[src/pkg/frt_pkg.sv]
// Purpose: Constants for the free running timer with input capture
// Assumes: 32-bit APB, byte wide registers, one register per word
// Notes:   Register indices are word numbers; byte address is 4 x index
package frt_pkg;
    // ---------------------------------------------------------------
    // Register indices
    // ---------------------------------------------------------------
    localparam logic [7:0] IDX_CTRL     = 8'h12;
    localparam logic [7:0] IDX_STAT     = 8'h13;
    localparam logic [7:0] IDX_CAP1_HI  = 8'h14;
    localparam logic [7:0] IDX_CAP1_LO  = 8'h15;
    localparam logic [7:0] IDX_CNT_HI   = 8'h18;
    localparam logic [7:0] IDX_CNT_LO   = 8'h19;
    localparam logic [7:0] IDX_ALT_HI   = 8'h1a;
    localparam logic [7:0] IDX_ALT_LO   = 8'h1b;
    localparam logic [7:0] IDX_CAP2_HI  = 8'h1c;
    localparam logic [7:0] IDX_CAP2_LO  = 8'h1d;
    localparam logic [7:0] IDX_MISC     = 8'h20;

    // ---------------------------------------------------------------
    // Field positions
    // ---------------------------------------------------------------
    localparam int CTRL_CAP_IE  = 7;
    localparam int CTRL_OVF_IE  = 5;
    localparam int CTRL_EDGE1   = 1;
    localparam int STAT_CAP1    = 7;
    localparam int STAT_OVF     = 5;
    localparam int STAT_CAP2    = 4;
    localparam int MISC_HS_DIV  = 0;

    // ---------------------------------------------------------------
    // Reset values and timing
    // ---------------------------------------------------------------
    localparam logic [15:0] CNT_RESET   = 16'hfffc;
    localparam logic [15:0] CNT_TOP     = 16'hffff;
    localparam logic [7:0]  HS_DIV_LAST = 8'hff;
    localparam int          CLK_MHZ     = 25;
    localparam int          STARTUP_NS  = 640;
    localparam int          STARTUP_CYC = (STARTUP_NS * CLK_MHZ + 999) / 1000;

    function automatic logic [15:0] inc16(input logic [15:0] v);
        return v + 16'h0001;
    endfunction : inc16
endpackage : frt_pkg

[src/pkg/frt_cap_if.sv]
// Purpose: Signals between the timer core and one capture channel
// Assumes: Single clock domain
// Notes:   chan side is the capture channel
`timescale 1ns/1ps
interface frt_cap_if;
    logic [15:0] count;
    logic        halt;
    logic        evt;
    logic        rd_high;
    logic        rd_low;
    logic [15:0] value;
    logic        flag_set;
    modport chan (input count, halt, evt, rd_high, rd_low, output value, flag_set);
    modport ctrl (output count, halt, evt, rd_high, rd_low, input value, flag_set);
endinterface : frt_cap_if

[src/frt_sync.sv]
// Purpose: Two flip-flop synchroniser for pin inputs
// Assumes: Inputs are asynchronous levels
// Notes:   First stage feeds only the second stage
`timescale 1ns/1ps
module frt_sync #(
    parameter int W = 2
) (
    input  wire logic         clk,
    input  wire logic         rst_n,
    input  wire logic [W-1:0] din,
    output logic      [W-1:0] dout
);
    logic [W-1:0] meta_q;
    logic [W-1:0] sync_q;

    always_ff @(posedge clk or negedge rst_n) begin
        if (!rst_n) begin
            meta_q <= '0;
            sync_q <= '0;
        end else begin
            meta_q <= din;
            sync_q <= meta_q;
        end
    end

    assign dout = sync_q;
endmodule : frt_sync

[src/frt_capture.sv]
// Purpose: One input capture channel with read inhibit and halt arming
// Assumes: evt is a one-cycle pulse on a qualified edge
// Notes:   Captured value has no reset on purpose
`timescale 1ns/1ps
module frt_capture (
    input  wire logic clk,
    input  wire logic rst_n,
    frt_cap_if.chan   cap
);
    logic        inhibit_q;
    logic        armed_q;
    logic        flag_q;
    logic [15:0] value_q;
    wire         take = cap.evt & ~inhibit_q & ~(cap.halt & armed_q);

    always_ff @(posedge clk or negedge rst_n) begin
        if (!rst_n) begin
            inhibit_q <= 1'b0;
            armed_q   <= 1'b0;
            flag_q    <= 1'b0;
        end else begin
            if (cap.rd_high)
                inhibit_q <= 1'b1;
            else if (cap.rd_low)
                inhibit_q <= 1'b0;
            armed_q <= cap.halt & (armed_q | cap.evt);
            flag_q  <= ~cap.halt & (cap.evt | armed_q);
        end
    end

    // No reset: contents undefined at power-on, kept over external reset
    always_ff @(posedge clk) begin
        if (take)
            value_q <= frt_pkg::inc16(cap.count);
    end

    assign cap.value    = value_q;
    assign cap.flag_set = flag_q;
endmodule : frt_capture

[src/frt_top.sv]
// Purpose: 16-bit free running timer with two input capture channels
// Assumes: pclk is the processor clock; halt and cpu_irq_mask share it
// Notes:   Registers are byte wide, one per APB word, upper bits zero
`timescale 1ns/1ps

module frt_top #(
    parameter int STARTUP_CYC = frt_pkg::STARTUP_CYC
) (
    input  wire logic        pclk,
    input  wire logic        presetn,
    input  wire logic        psel,
    input  wire logic        penable,
    input  wire logic        pwrite,
    input  wire logic [11:0] paddr,
    input  wire logic [31:0] pwdata,
    output logic      [31:0] prdata,
    output logic             pready,
    output logic             pslverr,
    input  wire logic        halt,
    input  wire logic        cpu_irq_mask,
    input  wire logic        capture_input_one,
    input  wire logic        horiz_sync_in,
    output logic             timer_irq
);
    localparam int SW = $clog2(STARTUP_CYC + 1);

    // ---------------------------------------------------------------
    // State
    // ---------------------------------------------------------------
    logic [15:0]   count_q;
    logic          presc_q;
    logic [SW-1:0] start_cnt_q;
    logic          started_q;
    logic          ovf_q;
    logic          cap1_q;
    logic          cap2_q;
    logic [2:0]    seen_q;
    logic          cap_ie_q;
    logic          ovf_ie_q;
    logic          edge_sel_q;
    logic          hs_div_en_q;
    logic [7:0]    hs_div_q;
    logic [1:0]    pin_prev_q;
    logic          buf_valid_q;
    logic [7:0]    buf_lo_q;
    logic [7:0]    snap_lo_q;
    logic          ready_q;
    logic          err_q;
    logic [31:0]   rdata_q;
    logic          irq_q;
    logic [1:0]    pins_s;
    logic [7:0]    rd_mux;

    frt_cap_if c1 ();
    frt_cap_if c2 ();

    // ---------------------------------------------------------------
    // Pin synchronisers and edge detection
    // ---------------------------------------------------------------
    frt_sync #(
        .W     (2)
    ) u_sync (
        .clk   (pclk),
        .rst_n (presetn),
        .din   ({capture_input_one, horiz_sync_in}),
        .dout  (pins_s)
    );

    // Edge detectors compare levels over time, so a change of edge
    // select alone never creates an event
    wire ic1_rise = pins_s[1] & ~pin_prev_q[1];
    wire ic1_fall = ~pins_s[1] & pin_prev_q[1];
    wire hs_fall  = ~pins_s[0] & pin_prev_q[0];
    wire hs_tick  = hs_fall & (hs_div_q == frt_pkg::HS_DIV_LAST);
    wire ev1      = edge_sel_q ? ic1_rise : ic1_fall;
    wire ev2      = hs_div_en_q ? hs_tick : hs_fall;

    always_ff @(posedge pclk or negedge presetn) begin
        if (!presetn) begin
            pin_prev_q <= 2'h0;
            hs_div_q   <= 8'h00;
        end else begin
            pin_prev_q <= pins_s;
            if (hs_fall)
                hs_div_q <= hs_div_q + 8'h01;
        end
    end

    // ---------------------------------------------------------------
    // APB decode
    // ---------------------------------------------------------------
    wire [7:0] idx      = paddr[9:2];
    wire       aligned  = (paddr[1:0] == 2'h0) && (paddr[11:10] == 2'h0);
    wire       setup    = psel & ~penable;
    wire       acc      = psel & penable & ready_q;
    wire       rd       = acc & ~pwrite;
    wire       wr       = acc & pwrite;
    wire       hit_ctrl = aligned && (idx == frt_pkg::IDX_CTRL);
    wire       hit_stat = aligned && (idx == frt_pkg::IDX_STAT);
    wire       hit_c1hi = aligned && (idx == frt_pkg::IDX_CAP1_HI);
    wire       hit_c1lo = aligned && (idx == frt_pkg::IDX_CAP1_LO);
    wire       hit_cnhi = aligned && (idx == frt_pkg::IDX_CNT_HI);
    wire       hit_cnlo = aligned && (idx == frt_pkg::IDX_CNT_LO);
    wire       hit_alhi = aligned && (idx == frt_pkg::IDX_ALT_HI);
    wire       hit_allo = aligned && (idx == frt_pkg::IDX_ALT_LO);
    wire       hit_c2hi = aligned && (idx == frt_pkg::IDX_CAP2_HI);
    wire       hit_c2lo = aligned && (idx == frt_pkg::IDX_CAP2_LO);
    wire       hit_misc = aligned && (idx == frt_pkg::IDX_MISC);
    wire       mapped   = hit_ctrl | hit_stat | hit_c1hi | hit_c1lo | hit_cnhi
                        | hit_cnlo | hit_alhi | hit_allo | hit_c2hi | hit_c2lo
                        | hit_misc;

    wire       cnt_lo_acc = acc & hit_cnlo;
    wire       alt_acc    = acc & (hit_alhi | hit_allo);
    wire       cnt_hi_rd  = rd & (hit_cnhi | hit_alhi);
    wire       cnt_lo_rd  = rd & (hit_cnlo | hit_allo);
    wire       soft_rst   = wr & (hit_cnlo | hit_allo);
    wire       stat_rd    = rd & hit_stat;
    wire       c1_lo_acc  = acc & hit_c1lo;
    wire       c2_lo_acc  = acc & hit_c2lo;

    // ---------------------------------------------------------------
    // Counter and prescaler
    // ---------------------------------------------------------------
    wire run     = started_q & ~halt;
    wire tick    = presc_q & run;
    wire ovf_set = tick & (count_q == frt_pkg::CNT_TOP) & ~soft_rst;

    always_ff @(posedge pclk or negedge presetn) begin
        if (!presetn) begin
            count_q <= frt_pkg::CNT_RESET;
            presc_q <= 1'b0;
        end else if (soft_rst) begin
            count_q <= frt_pkg::CNT_RESET;
            presc_q <= 1'b0;
        end else begin
            presc_q <= presc_q ^ run;
            if (tick)
                count_q <= frt_pkg::inc16(count_q);
        end
    end

    always_ff @(posedge pclk or negedge presetn) begin
        if (!presetn) begin
            start_cnt_q <= '0;
            started_q   <= 1'b0;
        end else if (!started_q) begin
            start_cnt_q <= start_cnt_q + 1'b1;
            started_q   <= (start_cnt_q == SW'(STARTUP_CYC));
        end
    end

    // ---------------------------------------------------------------
    // Counter read buffer
    // ---------------------------------------------------------------
    // The low byte is snapped at the setup edge, the same edge that
    // samples the high byte, so both halves come from one count
    always_ff @(posedge pclk or negedge presetn) begin
        if (!presetn) begin
            buf_valid_q <= 1'b0;
            buf_lo_q    <= 8'h00;
            snap_lo_q   <= 8'h00;
        end else begin
            if (setup)
                snap_lo_q <= count_q[7:0];
            if (soft_rst || cnt_lo_rd) begin
                buf_valid_q <= 1'b0;
            end else if (cnt_hi_rd && !buf_valid_q) begin
                buf_valid_q <= 1'b1;
                buf_lo_q    <= snap_lo_q;
            end
        end
    end

    // ---------------------------------------------------------------
    // Capture channels
    // ---------------------------------------------------------------
    assign c1.count   = count_q;
    assign c1.halt    = halt;
    assign c1.evt     = ev1;
    assign c1.rd_high = rd & hit_c1hi;
    assign c1.rd_low  = rd & hit_c1lo;
    assign c2.count   = count_q;
    assign c2.halt    = halt;
    assign c2.evt     = ev2;
    assign c2.rd_high = rd & hit_c2hi;
    assign c2.rd_low  = rd & hit_c2lo;

    frt_capture u_cap1 (
        .clk   (pclk),
        .rst_n (presetn),
        .cap   (c1.chan)
    );

    frt_capture u_cap2 (
        .clk   (pclk),
        .rst_n (presetn),
        .cap   (c2.chan)
    );

    // ---------------------------------------------------------------
    // Flags, clear sequences and control
    // ---------------------------------------------------------------
    wire ovf_clr  = seen_q[1] & cnt_lo_acc;
    wire cap1_clr = seen_q[2] & c1_lo_acc;
    wire cap2_clr = seen_q[0] & c2_lo_acc;

    always_ff @(posedge pclk or negedge presetn) begin
        if (!presetn) begin
            ovf_q  <= 1'b0;
            cap1_q <= 1'b0;
            cap2_q <= 1'b0;
            seen_q <= 3'h0;
        end else begin
            ovf_q     <= ovf_set | (ovf_q & ~ovf_clr);
            cap1_q    <= c1.flag_set | (cap1_q & ~cap1_clr);
            cap2_q    <= c2.flag_set | (cap2_q & ~cap2_clr);
            seen_q[2] <= (stat_rd & rdata_q[frt_pkg::STAT_CAP1]) | (seen_q[2] & ~c1_lo_acc);
            seen_q[1] <= (stat_rd & rdata_q[frt_pkg::STAT_OVF]) | (seen_q[1] & ~cnt_lo_acc);
            seen_q[0] <= (stat_rd & rdata_q[frt_pkg::STAT_CAP2]) | (seen_q[0] & ~c2_lo_acc);
        end
    end

    always_ff @(posedge pclk or negedge presetn) begin
        if (!presetn) begin
            cap_ie_q    <= 1'b0;
            ovf_ie_q    <= 1'b0;
            edge_sel_q  <= 1'b0;
            hs_div_en_q <= 1'b0;
        end else if (wr && hit_ctrl) begin
            cap_ie_q   <= pwdata[frt_pkg::CTRL_CAP_IE];
            ovf_ie_q   <= pwdata[frt_pkg::CTRL_OVF_IE];
            edge_sel_q <= pwdata[frt_pkg::CTRL_EDGE1];
        end else if (wr && hit_misc) begin
            hs_div_en_q <= pwdata[frt_pkg::MISC_HS_DIV];
        end
    end

    // ---------------------------------------------------------------
    // Interrupt request
    // ---------------------------------------------------------------
    wire irq_src = (ovf_q & ovf_ie_q) | ((cap1_q | cap2_q) & cap_ie_q);

    always_ff @(posedge pclk or negedge presetn) begin
        if (!presetn)
            irq_q <= 1'b0;
        else
            irq_q <= irq_src & ~cpu_irq_mask;
    end

    // ---------------------------------------------------------------
    // Read data and APB answer
    // ---------------------------------------------------------------
    always_comb begin
        rd_mux = 8'h00;
        if (hit_ctrl) begin
            rd_mux[frt_pkg::CTRL_CAP_IE] = cap_ie_q;
            rd_mux[frt_pkg::CTRL_OVF_IE] = ovf_ie_q;
            rd_mux[frt_pkg::CTRL_EDGE1]  = edge_sel_q;
        end else if (hit_stat) begin
            rd_mux[frt_pkg::STAT_CAP1] = cap1_q;
            rd_mux[frt_pkg::STAT_OVF]  = ovf_q;
            rd_mux[frt_pkg::STAT_CAP2] = cap2_q;
        end else if (hit_c1hi) begin
            rd_mux = c1.value[15:8];
        end else if (hit_c1lo) begin
            rd_mux = c1.value[7:0];
        end else if (hit_cnhi || hit_alhi) begin
            rd_mux = count_q[15:8];
        end else if (hit_cnlo || hit_allo) begin
            rd_mux = buf_valid_q ? buf_lo_q : count_q[7:0];
        end else if (hit_c2hi) begin
            rd_mux = c2.value[15:8];
        end else if (hit_c2lo) begin
            rd_mux = c2.value[7:0];
        end else if (hit_misc) begin
            rd_mux[frt_pkg::MISC_HS_DIV] = hs_div_en_q;
        end
    end

    always_ff @(posedge pclk or negedge presetn) begin
        if (!presetn) begin
            ready_q <= 1'b0;
            err_q   <= 1'b0;
            rdata_q <= 32'h0000_0000;
        end else begin
            ready_q <= setup;
            err_q   <= setup & ~mapped;
            if (setup)
                rdata_q <= {24'h00_0000, rd_mux};
        end
    end

    assign prdata    = rdata_q;
    assign pready    = ready_q;
    assign pslverr   = err_q;
    assign timer_irq = irq_q;
endmodule : frt_top

[config.mk]
export PLATFORM = sky130hd
export DESIGN_NAME = frt_top
export DESIGN_NICKNAME = d
export VERILOG_FILES = /design/src/pkg/frt_pkg.sv /design/src/pkg/frt_cap_if.sv /design/src/frt_sync.sv /design/src/frt_capture.sv /design/src/frt_top.sv
export SDC_FILE = /design/constraint.sdc
export NUM_CORES = 1
export LEC_CHECK = 0
export ABC_AREA = 1
export ABC_CLOCK_PERIOD_IN_PS = 3400
export BUFFER_PORTS_ARGS = -buffer_cell sky130_fd_sc_hd__buf_4
export CORE_ASPECT_RATIO = 1.5
export CORE_MARGIN = 4
export CORE_UTILIZATION = 55
export CTS_BUF_LIST = sky130_fd_sc_hd__clkbuf_2
export DETAILED_ROUTE_END_ITERATION = 12
export PLACE_DENSITY = 0.84
export SLEW_MARGIN = 30
export SYNTH_ARGS = -nofsm -noshare
export SYNTH_HDL_FRONTEND = slang
export SYNTH_SLANG_ARGS = --single-unit
[constraint.sdc]
create_clock -name pclk -period 3.4 [get_ports pclk]
set_clock_uncertainty 0.1 [all_clocks]
set_input_delay 0.34 -clock pclk [delete_from_list [all_inputs] [get_ports pclk]]
set_output_delay 0.34 -clock pclk [all_outputs]
set_load 0.05 [all_outputs]
==> flow_summary.json, run 1 <==
{
  "first_iter_violations": 255,
  "crit_path_max_incr_delay_ns": 0.46,
  "cts_htree_levels": 4,
  "fmax_mhz": 444.1,
  "setup_viol_count_final": 0,
  "final.setup.tns_ns": 0,
  "die_y_um": 131.5,
  "coreArea_sq_um": 9799,
  "clock_path_buffers": 2,
  "crit_buf_inv": 1,
  "grt_pass1_wl_um": 21760,
  "synth_top_cell_area_share": 0.2998,
  "synth.area.top_cells": "dfrtp_1 (30%), edfxtp_1 (17%), nand2_1 (8.1%), dfstp_2 (6.6%), inv_1 (5.8%)",
  "min_period_over_period": 0.6622,
  "fin_util": 0.6484,
  "wl_um": 13020,
  "worst_setup_path_end_kind": "flip-flop",
  "grtUsageMet1": 0.2377,
  "synth_top_area_cell": "dfrtp_1",
  "crit_chain": "ha_1 -> nand2_1 -> nor3_2 -> nand3_2 -> nor2_2 -> nand4_1 -> xor2_1 -> inv_1",
  "worst_slew_pin_slew_ns": 0.7136,
  "seq_area_frac_synth": 0.5374,
  "cts_tree": "yes",
  "peakVddDrop_v": 0.0002269,
  "p_leak_nw": 3.068,
  "final_common_cell": "nand2_1",
  "post_cts_buffers": 0,
  "ant_nets": 0,
  "antenna_found_initial": 1,
  "numClockSinks": 113,
  "rsz0062_at_grt": "false",
  "via_per_inst": 5.498,
  "hold_viol": 0,
  "layout_common_cells": "nand2_1 (120), inv_1 (87), dfrtp_1 (67)",
  "placementRows": 44,
  "post-route-min-period_ns": 2.252,
  "cts_root_buf": "clkbuf_2",
  "vias": 4426,
  "dieArea_sq_um": 11880,
  "slew_violations": 0,
  "io_buffer_count": 35,
  "yosys.cell_types.count": 46,
  "synthToLayoutAreaGrowth_pct": 13.60,
  "hp-class": "in -> reg",
  "clk_pin_slew_ns": 0.17,
  "hpwlAfterDp_um": 9489,
  "met3_usage": 0.06751,
  "grt_max_degree": 82,
  "avgSynthCellArea_sq_um": 9.124,
  "hold_buffers": 14,
  "clkLatencyLatePin_ns": 0.70,
  "powerDensity_nw_per_um2": 614.0,
  "worstPathMaxFanout": 4,
  "path_class": "reg -> reg",
  "start_kind": "flip-flop",
  "firstDrtPassIters": 5,
  "place_congestion": 0.9393,
  "ys_ff_latch": 113,
  "cp_top_family": "simple AND/OR/NAND/NOR gates",
  "nets": 734,
  "use_met2": 0.4179,
  "yosysWarningCount": 0,
  "max_cap_viol_count": 0,
  "grt.busiest_layer": "met2",
  "cts_resized": 0,
  "grt_pass1_vias": 4528,
  "die_w_um": 90.34,
  "synth_cells": 613,
  "grt_overflow": 0,
  "netlist_area_sq_um": 5593,
  "initial_core_util": 0.5707,
  "drive_gt1_frac": 0.1843,
  "cpMaxStageDelayCell": "dfrtp_1",
  "gr-usage-all-layers": 0.2313,
  "cts_buffers": 17,
  "drc": 0,
  "wl_per_cell_um": 16.18,
  "maxSlewHeadroom": 0.5242,
  "hold-worst-slack_ns": 0.06227,
  "status": "finished clean",
  "io_pins": 88,
  "arrival_ns": 2.59,
  "cp.required_ns": 3.74
}
## logic make-up after synthesis
family                     Yosys count  synth area share
and+or+nand+nor                    268            0.2260
AOI/OAI and AO/OA                   73           0.07338
DFF                                113            0.5374
adders and majority gates            5           0.01119
xor gates and xnor gates            25           0.03915
buffers and inverters              123            0.1022
muxes                                5           0.01007
other                                1         0.0006705
## registers in the layout, indices dropped and copies added (netlist names), 2 cells and up
name,cells
hs_div_q,8
prdata,8
seen_q,3
pin_prev_q,2
buf_lo_q,8
start_cnt_q,5
u_sync.meta_q,2
u_sync.dout,2
u_cap1.cap.value,16
c1.count,16
snap_lo_q,8
u_cap2.cap.value,16
## power breakdown
group | internal, W | switching, W
Clock | 0.000565 | 0.000557
Combinational | 0.000258 | 0.000584
Sequential | 0.00177 | 0.000170
Total | 0.00259 | 0.00131
## area by class of cell
cell class,instances,area [sq um]
inverters,92,345.3
fillers,740,3446
diodes,1,2.502
clock inverters,15,230.2
multi-input cells,400,2112
clock buffers,17,85.08
well taps,115,143.9
flip-flops and latches,113,3005
repair buffers,52,429.2
## routing by layer
metal,routed length [um],up-vias
met2,6992,190
met4,620,0
met5,0,-
met3,736,54
met1,4671,2118
li1,-,2064
## final timing paths
kind / startpoint / to / slack (ns) / cells after the start
min in group asynchronous: presetn / presc_q / 0.13 / 2
setup reg to reg: c1.count[0] / u_cap1.cap.value[12] / 1.15 / 8
hold reg to reg: u_sync.meta_q[0] / u_sync.dout[0] / 0.28 / 0
max in group asynchronous: presetn / cap1_q / 2.57 / 2
setup / recovery: c1.count[0] / u_cap1.cap.value[12] / 1.15 / 8
hold / removal: psel / prdata[4] / 0.06 / 7
## synth_stat cells, drive strengths merged
| library cell | instances |
|---|---|
| a211oi | 2 |
| a21o | 2 |
| a21oi | 20 |
| a22oi | 1 |
| a31oi | 2 |
| a32o | 1 |
| and3 | 1 |
| buf | 28 |
| clkbuf | 3 |
| conb | 1 |
| dfrtp | 67 |
| dfstp | 14 |
| edfxtp | 32 |
| ha | 5 |
| inv | 92 |
| mux2 | 5 |
| nand2 | 128 |
| nand3 | 43 |
| nand4 | 14 |
| nor2 | 59 |
| nor3 | 12 |
| nor3b | 1 |
| nor4 | 5 |
| o2111ai | 1 |
| o211ai | 3 |
| o21ai | 39 |
| o21bai | 1 |
| o22a | 1 |
| or2 | 5 |
| xnor2 | 4 |
| xor2 | 21 |
## worst register-to-register path: stages (launching register included)
cell	delay, ns
dfrtp_1	0.46
ha_1	0.22
nand2_1	0.11
nor3_2	0.34
nand3_2	0.17
nor2_2	0.14
nand4_1	0.13
xor2_1	0.24
inv_1	0.08
## stage by stage
stage	std cells	total power [W]	setup WS, ns	instance area, sq um
4_1_cts	804	0.003896	1.168	6347
5_1_grt	805	0.004093	0.9742	6354
6_report	805	0.003901	1.148	6354
3_5_place_dp	758	0.002774	1.207	5892
3_3_place_gp	758	0.002718	1.300	5892
2_1_floorplan	636	0.002538	0.5022	5679
No activity file was read; power rests on OpenSTA's default activity.
==> inputs of run 2 (changes only) <==
ABC_CLOCK_PERIOD_IN_PS = 1900   (was 3400)
CORE_UTILIZATION = 53   (was 55)
clock period = 1.9 ns   (was 3.4 ns; I/O delays follow)
==> flow_summary.json, run 2 (same netlist as run 1, synthesis figures left out) <==
{
  "synthToLayoutAreaGrowth_pct": 23.65,
  "nets": 785,
  "status": "finished, violations left",
  "dieArea_sq_um": 12290,
  "grt_pass1_wl_um": 23290,
  "wl_per_cell_um": 18.11,
  "via_per_inst": 5.634,
  "cts_tree": "yes",
  "worst_slew_pin_slew_ns": 0.5571,
  "fmax_mhz": 480.7,
  "crit_chain": "ha_1 -> inv_2 -> nor2_4 -> nand3_2 -> nor2_4 -> nand3_2 -> o21ai_2 -> inv_2 -> a211oi_4 -> buf_6",
  "cts_buffers": 17,
  "final_cells": 882,
  "fin_util": 0.6748,
  "coreArea_sq_um": 10250,
  "io_pins": 88,
  "powerDensity_nw_per_um2": 1057,
  "min_period_over_period": 1.095,
  "fill_cells": 706,
  "finalPower_w": 0.007307,
  "maxSlewHeadroom": 0.6252,
  "drc": 0,
  "clock_path_buffers": 2,
  "grt_max_degree": 44,
  "layout_common_cells": "nand2_1 (116), inv_1 (83), buf_4 (75)",
  "first_iter_violations": 562,
  "cpMaxStageDelayCell": "dfrtp_1",
  "worst_setup_path_end_kind": "flip-flop",
  "r2r_setup_slack_ns": -0.18,
  "slew_violations": 0,
  "dp_cells": 807,
  "clkLatencyLatePin_ns": 0.71,
  "rsz0062_at_grt": "true",
  "drive_gt1_frac": 0.2581,
  "final_common_cell": "nand2_1",
  "path_class": "reg -> reg",
  "crit_path_max_incr_delay_ns": 0.41,
  "place_area_sq_um": 6160,
  "initial_core_util": 0.5458,
  "hold_viol": 0,
  "ant_nets": 0,
  "place_congestion": 0.9567,
  "worstPathMaxFanout": 8,
  "cts_root_buf": "clkbuf_2",
  "die_w_um": 91.88,
  "placementRows": 45,
  "wl_um": 15970,
  "start_kind": "flip-flop",
  "timing.rr.start": "hs_div_q[0]",
  "cts_htree_levels": 4,
  "setup_viol_count_final": 19,
  "numClockSinks": 113,
  "post-route-min-period_ns": 2.080,
  "arrival_ns": 2.37,
  "die_y_um": 133.8,
  "cp.required_ns": 2.19,
  "stdcell_area_sq_um": 6915,
  "grt_overflow": 0,
  "p_leak_nw": 3.320,
  "grt_pass1_vias": 4801,
  "io_buffer_count": 35,
  "max_cap_viol_count": 0,
  "violations": "setup timing",
  "cp-startpoint": "hs_div_q[0]",
  "fin_ws_ns": -0.1804,
  "hpwlAfterDp_um": 9705,
  "clk_pin_slew_ns": 0.22,
  "worstHoldStart": "paddr[8]",
  "min_delay_worst_endpoint": "u_cap2.inhibit_q",
  "peakVddDrop_v": 0.0003860,
  "hp-class": "in -> reg",
  "holdPathStages": 9,
  "vias": 4969,
  "worst_r2r_path_depth": 10,
  "gr-usage-all-layers": 0.2463,
  "rr_endpoint": "u_cap2.cap.value[12]",
  "antenna_found_initial": 1,
  "dp_slack_ns": -0.07186,
  "firstDrtPassIters": 9
}
[run 2: cell count changes in the layout (fill, tap and decap cells not counted), moves of 4 or more]
cell and delta:
nand3_1 -4, buf_4 +38, nand3_2 +4, nor2_4 +4, dlygate4sd3_1 +9, inv_1 -4, nor2_1 -6, nand2_1 -4
inv_2 +5, clkinv_1 +4
[run 2: final cells by class]
| cell class | instances | area [sq um] | share of cell area |
|---|---|---|---|
| inverters | 92 | 349.1 | 0.05048 |
| repair buffers | 103 | 875.8 | 0.1267 |
| flip-flops and latches | 113 | 3005 | 0.4346 |
| diodes | 1 | 2.502 | 0.0003619 |
| clock inverters | 14 | 145.1 | 0.02099 |
| clock buffers | 18 | 90.09 | 0.01303 |
| multi-input cells | 400 | 2271 | 0.3284 |
| well taps | 141 | 176.4 | 0.02551 |
[run 2: report_power, final]
group | internal, W | switching [W]
registers | 0.00316 | 0.000332
logic | 0.000847 | 0.00135
clock network | 0.000713 | 0.000902
total | 0.00472 | 0.00258
[run 2: critical path: cells and delay by family, from the launching register on]
| family | cells | cell delay, ns |
|---|---|---|
| adders and majority gates | 1 | 0.16 |
| buffers and inverters | 3 | 0.31 |
| AOI/OAI and AO/OA | 2 | 0.34 |
| and+or+nand+nor | 4 | 0.45 |
| DFF | 1 | 0.41 |
[run 2: how the worst max path moves through the flow]
stage,endpoint,slack (ns)
after detailed placement,u_cap2.cap.value[7],-0.07
after global placement,u_cap2.cap.value[5],-0.01
after CTS,u_cap2.cap.value[5],-0.1
final,u_cap2.cap.value[12],-0.18
after global routing,u_cap2.cap.value[12],-0.31
after floorplan,u_cap2.cap.value[0],-0.19
[run 2: timing repair]
action                     CTS  global route
buffers inserted            10             9
hold endpoints to repair   143             0
hold buffers                25             0
setup endpoints to repair   18            38
gates cloned                 1             0
resized for setup            6            28
pin swaps                    6            12
[run 2: through the flow]
stage                     hold slack, ns  setup TNS (ns)
after floorplan                  -0.2056          -2.975
after global placement           0.08311         -0.1983
after detailed placement         0.08877          -1.126
after CTS                        0.01735          -1.363
after global routing            -0.01047          -5.146
final                            0.05145          -2.687
[run 2: metal layers]
metal  global-route usage  wire [um]  vias to the layer above  part of all wire
met5                    0          0                        -                 0
met4               0.1496       1333                        0             0.083
met3              0.05836       1266                      101             0.079
met2               0.4480       8284                      349              0.52
met1               0.2519       5086                     2329              0.32
li1                     -          -                     2190                 -
